**src/common/pic_regs.svh**
```systemverilog
// Offsets, field positions, reset values and encodings of the priority interrupt unit
`ifndef PIC_REGS_SVH
`define PIC_REGS_SVH
// Port offsets (address bit)
`define PIC_ADDR_CMD      1'b0
`define PIC_ADDR_DATA     1'b1
// First init word fields
`define PIC_FIW_MARK      4
`define PIC_FIW_NEED4     0
`define PIC_FIW_SINGLE    1
`define PIC_FIW_LEVEL     3
// Command word discrimination on the command port
`define PIC_OCW_SEL3      3
// Fourth init word fields
`define PIC_FOW_AEOI      1
`define PIC_FOW_SFN       4
// Read select command word fields
`define PIC_RSC_SPECIAL_MASK_ENABLE_BIT      6
`define PIC_RSC_SMM       5
`define PIC_RSC_POLL      2
`define PIC_RSC_RR        1
`define PIC_RSC_RIS       0
// End-of-service command codes, bits 7:5
`define PIC_EOS_NONSPEC   3'h1
`define PIC_EOS_SPEC      3'h3
`define PIC_EOS_ROT_NS    3'h5
`define PIC_EOS_ROT_AEOI  3'h4
`define PIC_EOS_CLR_AEOI  3'h0
`define PIC_EOS_ROT_SP    3'h7
`define PIC_EOS_SETPRI    3'h6
// Reset values and the bit of the poll flag
`define PIC_RST_LOWEST    3'h7
`define PIC_RST_MASK      8'h00
`define PIC_RST_TYPE      5'h00
`define PIC_POLL_FLAG     7
`endif

```
**src/common/pic_pkg.sv**
```systemverilog
// Types shared by the priority interrupt unit
package pic_pkg;
    typedef enum logic [1:0] {PIC_RUN, PIC_WANT_TYPE, PIC_WANT_CASC, PIC_WANT_MODE} pic_init_e;
    typedef struct packed {
        logic       addr;
        logic [7:0] wdata;
        logic       wr;
        logic       rd;
    } pic_bus_s;
endpackage

```
**src/rtl/pic_unit.sv**
```systemverilog
// Eight-input programmable priority interrupt unit with command-word register port
`timescale 1ns/1ns
`default_nettype none
`include "pic_regs.svh"

module pic_unit #(
    parameter int NUM_IN = 8
) (
    input  wire logic                sys_clk_in,
    input  wire logic                sys_rst_in,
    input  wire pic_pkg::pic_bus_s   bus_in,
    input  wire logic [NUM_IN-1:0]   req_in,
    input  wire logic                ack_in,
    output logic [7:0]               rd_data_out,
    output logic                     int_out,
    output logic [7:0]               vector_out,
    output logic                     vector_valid_out,
    output logic [NUM_IN-1:0]        cascade_map_out
);
    import pic_pkg::*;

    // ******************************************************************
    // Helpers
    // ******************************************************************

    // Rank of a level under the current rotation; 0 is the highest
    function automatic logic [2:0] rank_of(input logic [2:0] lvl, input logic [2:0] low);
        rank_of = lvl - low - 3'h1;
    endfunction

    // Highest-ranked set bit of a vector, with a found flag
    function automatic logic [3:0] top_of(input logic [7:0] vec, input logic [2:0] low);
        logic [2:0] idx;
        top_of = 4'h0;
        for (int i = 7; i >= 0; i--)
        begin
            idx = low + 3'h1 + 3'(i);
            if (vec[idx])
            begin
                top_of = {1'b1, idx};
            end
        end
    endfunction

    // ******************************************************************
    // State
    // ******************************************************************
    pic_init_e  init_state;
    logic       ready;
    logic       need_fourth;
    logic       single;
    logic       level_mode;
    logic       aeoi;
    logic       sfn;
    logic       rot_aeoi;
    logic       special_mask_select_bit;
    logic       poll_armed;
    logic       read_isr;
    logic [4:0] type_base;
    logic [2:0] lowest;
    logic [7:0] pending_request_register;
    logic [7:0] in_service_register;
    logic [7:0] request_mask_register;
    logic [7:0] casc;
    logic [7:0] req_meta;
    logic [7:0] req_sync;
    logic [7:0] req_prev;

    logic       wr_cmd;
    logic       wr_data;
    logic       is_fiw;
    logic       is_eos;
    logic       is_rsc;
    logic       poll_rd;
    logic       take;
    logic [3:0] win;
    logic [3:0] top;
    logic       win_ok;
    logic [2:0] win_lvl;
    logic       better;
    logic [7:0] isr_eff;
    logic [7:0] irr_set;
    logic [2:0] eos_code;
    logic [2:0] ns_lvl;

    // ******************************************************************
    // Command decode and priority resolution
    // ******************************************************************

    // Init words on the data port only while the sequence is open
    assign wr_cmd   = bus_in.wr && bus_in.addr == `PIC_ADDR_CMD;
    assign wr_data  = bus_in.wr && bus_in.addr == `PIC_ADDR_DATA;
    assign is_fiw   = wr_cmd && bus_in.wdata[`PIC_FIW_MARK];
    assign is_eos   = wr_cmd && !bus_in.wdata[`PIC_FIW_MARK] && !bus_in.wdata[`PIC_OCW_SEL3];
    assign is_rsc   = wr_cmd && !bus_in.wdata[`PIC_FIW_MARK] && bus_in.wdata[`PIC_OCW_SEL3];
    assign eos_code = bus_in.wdata[7:5];
    assign poll_rd  = bus_in.rd && bus_in.addr == `PIC_ADDR_CMD && poll_armed;

    // Masked in-service levels drop out of nesting under special mask
    assign isr_eff = special_mask_select_bit ? (in_service_register & ~request_mask_register) : in_service_register;
    assign win     = top_of(pending_request_register & ~request_mask_register, lowest);
    assign top     = top_of(isr_eff, lowest);
    assign win_lvl = win[2:0];
    assign ns_lvl  = top[2:0];

    // Strictly higher wins; equal only for a cascaded input in special nesting
    assign better = !top[3]
                 || rank_of(win_lvl, lowest) < rank_of(top[2:0], lowest)
                 || (sfn && win_lvl == top[2:0] && casc[win_lvl]);
    assign win_ok = ready && win[3] && better;
    assign take   = (ack_in || poll_rd) && win_ok;

    // ******************************************************************
    // Initialization sequence and mode bits
    // ******************************************************************

    // Two words alone, three with subordinates or when the fourth is asked for, four with both
    always_ff @(posedge sys_clk_in)
    begin
        if (sys_rst_in)
        begin
            init_state  <= PIC_RUN;
            ready       <= 1'b0;
            need_fourth <= 1'b0;
            single      <= 1'b1;
            level_mode  <= 1'b0;
            aeoi        <= 1'b0;
            sfn         <= 1'b0;
            type_base   <= `PIC_RST_TYPE;
            casc        <= 8'h00;
        end
        else if (is_fiw)
        begin
            init_state  <= PIC_WANT_TYPE;
            ready       <= 1'b0;
            need_fourth <= bus_in.wdata[`PIC_FIW_NEED4];
            single      <= bus_in.wdata[`PIC_FIW_SINGLE];
            level_mode  <= bus_in.wdata[`PIC_FIW_LEVEL];
            aeoi        <= 1'b0;
            sfn         <= 1'b0;
        end
        else if (wr_data)
        begin
            case (init_state)
                PIC_WANT_TYPE:
                begin
                    type_base <= bus_in.wdata[7:3];
                    if (!single)
                    begin
                        init_state <= PIC_WANT_CASC;
                    end
                    else if (need_fourth)
                    begin
                        init_state <= PIC_WANT_MODE;
                    end
                    else
                    begin
                        init_state <= PIC_RUN;
                        ready      <= 1'b1;
                    end
                end
                PIC_WANT_CASC:
                begin
                    casc <= bus_in.wdata;
                    if (need_fourth)
                    begin
                        init_state <= PIC_WANT_MODE;
                    end
                    else
                    begin
                        init_state <= PIC_RUN;
                        ready      <= 1'b1;
                    end
                end
                PIC_WANT_MODE:
                begin
                    aeoi       <= bus_in.wdata[`PIC_FOW_AEOI];
                    sfn        <= bus_in.wdata[`PIC_FOW_SFN];
                    init_state <= PIC_RUN;
                    ready      <= 1'b1;
                end
                default:
                begin
                    init_state <= PIC_RUN;
                end
            endcase
        end
    end

    // Read select, poll and special mask; select persists across reads
    always_ff @(posedge sys_clk_in)
    begin
        if (sys_rst_in || is_fiw)
        begin
            special_mask_select_bit        <= 1'b0;
            poll_armed <= 1'b0;
            read_isr   <= 1'b0;
        end
        else if (is_rsc)
        begin
            if (bus_in.wdata[`PIC_RSC_SPECIAL_MASK_ENABLE_BIT])
            begin
                special_mask_select_bit <= bus_in.wdata[`PIC_RSC_SMM];
            end
            if (bus_in.wdata[`PIC_RSC_RR])
            begin
                read_isr <= bus_in.wdata[`PIC_RSC_RIS];
            end
            poll_armed <= bus_in.wdata[`PIC_RSC_POLL];
        end
        else if (bus_in.rd && bus_in.addr == `PIC_ADDR_CMD)
        begin
            poll_armed <= 1'b0; // Poll is one read only
        end
    end

    // ******************************************************************
    // Rotation and mask
    // ******************************************************************

    // Lowest level sets the ranking; 7 gives plain fixed order
    always_ff @(posedge sys_clk_in)
    begin
        if (sys_rst_in || is_fiw)
        begin
            lowest   <= `PIC_RST_LOWEST;
            rot_aeoi <= 1'b0;
        end
        else if (is_eos && eos_code == `PIC_EOS_ROT_NS && top[3])
        begin
            lowest <= ns_lvl;
        end
        else if (is_eos && (eos_code == `PIC_EOS_ROT_SP || eos_code == `PIC_EOS_SETPRI))
        begin
            lowest <= bus_in.wdata[2:0];
        end
        else if (is_eos && eos_code == `PIC_EOS_ROT_AEOI)
        begin
            rot_aeoi <= 1'b1;
        end
        else if (is_eos && eos_code == `PIC_EOS_CLR_AEOI)
        begin
            rot_aeoi <= 1'b0;
        end
        else if (take && aeoi && rot_aeoi)
        begin
            lowest <= win_lvl;
        end
    end

    // Mask cleared by the first init word, then written on the data port
    always_ff @(posedge sys_clk_in)
    begin
        if (sys_rst_in || is_fiw)
        begin
            request_mask_register <= `PIC_RST_MASK;
        end
        else if (wr_data && init_state == PIC_RUN)
        begin
            request_mask_register <= bus_in.wdata;
        end
    end

    // ******************************************************************
    // Request capture
    // ******************************************************************

    // Two flops before any logic looks at the pins
    always_ff @(posedge sys_clk_in)
    begin
        if (sys_rst_in)
        begin
            req_meta <= 8'h00;
            req_sync <= 8'h00;
            req_prev <= 8'h00;
        end
        else
        begin
            req_meta <= req_in;
            req_sync <= req_meta;
            req_prev <= req_sync;
        end
    end

    // Level mode follows the line; edge mode latches a rise
    assign irr_set = level_mode ? req_sync : (req_sync & ~req_prev);

    // A new request wins over the acknowledge clear of the same bit
    always_ff @(posedge sys_clk_in)
    begin
        if (sys_rst_in || is_fiw)
        begin
            pending_request_register <= 8'h00;
        end
        else
        begin
            for (int i = 0; i < 8; i++)
            begin
                if (irr_set[i])
                begin
                    pending_request_register[i] <= 1'b1;
                end
                else if (take && win_lvl == 3'(i))
                begin
                    pending_request_register[i] <= 1'b0;
                end
                else if (level_mode && !req_sync[i])
                begin
                    pending_request_register[i] <= 1'b0;
                end
            end
        end
    end

    // ******************************************************************
    // In-service set
    // ******************************************************************

    // Acknowledge sets, end-of-service clears; automatic mode never sets
    always_ff @(posedge sys_clk_in)
    begin
        if (sys_rst_in || is_fiw)
        begin
            in_service_register <= 8'h00;
        end
        else
        begin
            for (int i = 0; i < 8; i++)
            begin
                if (take && !aeoi && win_lvl == 3'(i))
                begin
                    in_service_register[i] <= 1'b1;
                end
                else if (is_eos && (eos_code == `PIC_EOS_NONSPEC || eos_code == `PIC_EOS_ROT_NS)
                         && top[3] && ns_lvl == 3'(i))
                begin
                    in_service_register[i] <= 1'b0;
                end
                else if (is_eos && (eos_code == `PIC_EOS_SPEC || eos_code == `PIC_EOS_ROT_SP)
                         && bus_in.wdata[2:0] == 3'(i))
                begin
                    in_service_register[i] <= 1'b0;
                end
            end
        end
    end

    // ******************************************************************
    // Host-facing outputs
    // ******************************************************************

    // Interrupt line; vector of the winner, level 7 when no request wins
    always_ff @(posedge sys_clk_in)
    begin
        if (sys_rst_in)
        begin
            int_out          <= 1'b0;
            vector_out       <= 8'h00;
            vector_valid_out <= 1'b0;
            cascade_map_out  <= '0;
        end
        else
        begin
            int_out          <= win_ok && !ack_in && !poll_rd;
            vector_valid_out <= ack_in;
            if (ack_in)
            begin
                vector_out <= {type_base, win_ok ? win_lvl : 3'h7};
            end
            cascade_map_out <= NUM_IN'(casc);
        end
    end

    // Mask needs no select; poll answer takes priority on the command port
    always_ff @(posedge sys_clk_in)
    begin
        if (sys_rst_in)
        begin
            rd_data_out <= 8'h00;
        end
        else if (bus_in.rd && bus_in.addr == `PIC_ADDR_DATA)
        begin
            rd_data_out <= request_mask_register;
        end
        else if (poll_rd)
        begin
            rd_data_out <= {win_ok, 4'h0, win_ok ? win_lvl : 3'h0};
        end
        else if (bus_in.rd)
        begin
            rd_data_out <= read_isr ? in_service_register : pending_request_register;
        end
        else
        begin
            rd_data_out <= 8'h00;
        end
    end
endmodule
`default_nettype wire

```
**config.mk**
```make
export PLATFORM = sky130hd
export DESIGN_NAME = pic_unit
export DESIGN_NICKNAME = d
export VERILOG_FILES = /design/src/common/pic_pkg.sv /design/src/rtl/pic_unit.sv
export VERILOG_INCLUDE_DIRS = /design/src /design/src/common
export SDC_FILE = /design/constraint.sdc
export NUM_CORES = 1
export LEC_CHECK = 0
export BUFFER_PORTS_ARGS = -buffer_cell sky130_fd_sc_hd__buf_2
export CAP_MARGIN = 20
export CORE_MARGIN = 3
export CORE_UTILIZATION = 50
export CTS_CLUSTER_DIAMETER = 80
export DETAILED_ROUTE_END_ITERATION = 12
export PLACE_DENSITY = 0.66
export SYNTH_ARGS = -nofsm -noshare
export SYNTH_HDL_FRONTEND = slang
export SYNTH_SLANG_ARGS = --single-unit
```
**constraint.sdc**
```tcl
create_clock -name sys_clk_in -period 8.4 [get_ports sys_clk_in]
set_input_delay 1.68 -clock sys_clk_in [delete_from_list [all_inputs] [get_ports sys_clk_in]]
set_output_delay 1.68 -clock sys_clk_in [all_outputs]
set_load 0.005 [all_outputs]
```
==> metrics.md <==
| Metric | Value |
|---|---|
| Share of layout cells above drive strength 1 | `15.4%` |
| Vias in the first global route | `5908` |
| Worst hold path type | `reg -> reg` |
| Setup violators final | `0` |
| Leak | `2.84 nW` |
| Worst clock skew | `8.78 ps` |
| Critical Path Most Common Cell | `ha_1` |
| Crit start category | `flip-flop` |
| Number of synthesized flops with an enable pin | `0` |
| Peak supply drop | `0.162 mV` |
| Die Y | `123 um` |
| Post-synth top area share | `roughly 30%` |
| Final Hold Vio Count | `0` |
| GRT Resource Usage Total | `a little over a quarter` |
| Layout area overhead | `7.87%` |
| Register area share after synthesis | `29.9%` |
| Mapped Cells | `~800` |
| DRT Pass-1 Iters | `7` |
| Post-synthesis cell type count | `91` |
| WP buf/inv | `5` |
| FF+latch count, synth | `102` |
| Critical path class | `reg -> reg` |
| Placeable Area | `approximately 0.013 mm^2` |
| Worst-path clk slew | `70 ps` |
| Vias per cell | `6.47` |
| Total number of vias | `6397` |
| Clock Sinks | `102` |
| Worst Path Arrival | `6850 ps` |
| Max Buffers Root-to-Sink | `2` |
| Max frequency | `0.151 GHz` |
| Storage cell area | `slightly above 0.002 mm^2` |
| CTS root buf | `clkbuf_16` |
| Syn Std Cell Area | `0.00683 mm^2` |
| Filler cell count | `1258` |
| Fin crit period | `about 6600 ps` |
| Slew margin rel. | `26.5%` |
| Post-DP HPWL | `around 15 mm` |
| CP Cell Sequence | `buf_4 > inv_2 > ha_1 > buf_4 > inv_1 > mux4_2 > mux2_4 > a21o_1 > o2bb2ai_1 > a21oi_2 > inv_1 > ha_1 > fa_1 > xor2_1 > xnor2_1 > ha_1 > a21oi_1 > a41oi_1 > o21ai_2 > a311oi_1 > nor3_1` |
| Total negative slack | `0 ps` |
| First-pass GRT wire length | `31.9 mm` |
| Avg Inst Size Synth | `8.55 um^2` |
| Post CTS Setup Buffer Count | `0` |
| Crit path launch | `lowest[0]$_SDFFE_PP1P_` |
| # hold bufs at CTS | `0` |
| Initial antenna violation count | `0` |
| Die area | `0.0151 mm^2` |
| Yosys warns | `0` |
| Delay-heaviest family, CP | `adder cells` |
| Ys async rst share | `0%` |
| Leading area contributor after synthesis | `dfxtp_1` |
| Multi-input logic area | `around 0.0044 mm^2` |
| Routed wire length | `20.4 mm` |
| Routed len/inst | `20.7 um` |
| Worst skew pair latency | `340 ps` |
| H-tree Lvls | `3` |
| Port-buffer cells | `47` |
| Status | `finished clean` |
| GRT overflow | `0` |
| Worst slew pin tran | `1100 ps` |
| Pwr/cell area | `151 mW/mm^2` |
| Number of diodes | `0` |
| Die W | `~120 um` |
| Post-DRT Antenna Nets | `0` |
| CTS tree | `done` |
| Critical Path End Type | `flip-flop` |
| Ports | `48` |
| Largest net degree at the start of global routing | `61` |
| CP peak stage delay | `~800 ps` |
| Syn Nets | `834` |
| DR DRC count | `0` |
| Max Cap Viol | `0` |
| Top post-synthesis cells by area | `dfxtp_1, mux4_2, a21oi_1` |
| WP data required | `8620 ps` |
| # resized after CTS | `0` |
| Final hold slack | `437 ps` |
| RePlAce Congestion | `1.00` |
| Final Cycle Share | `about four fifths` |
| Final nets | `842` |
| Critical path fanouts, max | `60` |
| Site row count | `42` |
| Fin. max-slew vios | `0` |
| Worst Hold Launch | `req_meta[3]$_SDFF_PP0_` |
| Cts bufs inserted | `9` |
| Number of DRC markers in iteration 0 | `about 840` |
| Initial Util | `51.4%` |
| CP max-delay cell | `ha_1` |
| Reg-to-Reg Start | `lowest[0]$_SDFFE_PP1P_` |
| Main synth FF type | `dfxtp_1` |
| RSZ-0062 raised after global routing | `false` |
| Final Util | `55.4%` |
cells in the final DEF (no fill, tap or decap), drive strengths merged, types with 5 or more instances in the layout:
cell type	netlist	routed
mux4	15	15
clkbuf	34	11
inv	35	37
dfxtp	102	102
a21o	9	9
o21ai	35	35
a211o	6	6
a2111oi	5	5
nand4	5	5
o311ai	7	7
nor4	8	8
nor2	43	43
nand2	72	72
nor3	8	8
a31o	7	7
o211ai	7	7
and3	7	7
nand2b	8	8
a21oi	65	65
a211oi	23	23
ha	11	11
a22oi	6	6
nor4b	7	7
mux2	14	14
xnor2	7	7
buf	22	53
and2	9	9
nand3b	5	5
a31oi	19	19
o2111ai	5	5
nor2b	44	44
mux2i	31	31
or2	5	5
a311oi	6	6
nand3	38	38
kinds of logic (layout without fill, tap and decap cells):
group,after synthesis,in the layout,share of synthesized area [%]
buf+inv,91,104,6.02
compound gates,237,237,24.2
flops,102,102,29.9
mux,60,60,11.8
xor+xnor,13,13,2.31
fa+ha+maj,13,13,2.60
simple gates,283,283,23.1
state kept, by name, indices dropped and copies added, names as in the netlist, 2 cells and up:
register,flops
casc,8
cascade_map_out,8
in_service_register,8
init_state,2
lowest,3
pending_request_register,8
rd_data_out,8
req_meta,8
req_prev,8
req_sync,8
request_mask_register,8
type_base,5
vector_out,8
metal layers:
layer / up-vias / track usage, % / part of all wire (%)
met4: 0 / 11.5 / 4.3
met2: 289 / 43.4 / 47
met1: 3051 / 36.2 / 43
met3: 72 / 3.57 / 6.1
met5: - / 0 / 0
li1: 2985 / - / -
worst paths after layout:
kind / end / slack [ps] / cells after the start
max: rd_data_out[2]$_SDFF_PP0_ / 1770 / 21
max reg2reg: rd_data_out[2]$_SDFF_PP0_ / 1770 / 21
min reg2reg: req_sync[3]$_SDFF_PP0_ / 440 / 1
min: req_sync[3]$_SDFF_PP0_ / 440 / 1
stage by stage:
stage               setup WS [ps]  total power, mW  cell area [um^2]  std cells
global route                 1170             1.16              7370        988
detailed placement           1840            0.691              7060        972
finish                       1770             1.12              7370        988
floorplan                    3200            0.642              6830        799
CTS                          1830             1.12              7370        988
global placement             2010            0.689              7060        972
cells in the mapped netlist (all sizes together), types with 7 or more instances:
master,number
dfxtp,102
nand2,72
a21oi,65
nor2b,44
nor2,43
nand3,38
inv,35
o21ai,35
clkbuf,34
mux2i,31
a211oi,23
buf,22
a31oi,19
mux4,15
mux2,14
ha,11
a21o,9
and2,9
nand2b,8
nor3,8
nor4,8
a31o,7
and3,7
nor4b,7
o211ai,7
o311ai,7
xnor2,7
final cells by class:
class / instances / area share [%]
multi-input combinational: 606 / 59.4
sequential: 102 / 27.7
timing repair buffer: 53 / 3.80
clock buffer: 11 / 3.43
tap: 176 / 2.99
inverter: 35 / 1.78
clock inverter: 5 / 0.866
where the power goes:
| group | internal [mW] | switching, mW | leakage, nW |
|---|---|---|---|
| Clock | 0.250 | 0.182 | 0.153 |
| Combinational | 0.0642 | 0.111 | 1.86 |
| Sequential | 0.496 | 0.0147 | 0.829 |
(Power assumes the default switching activity.)
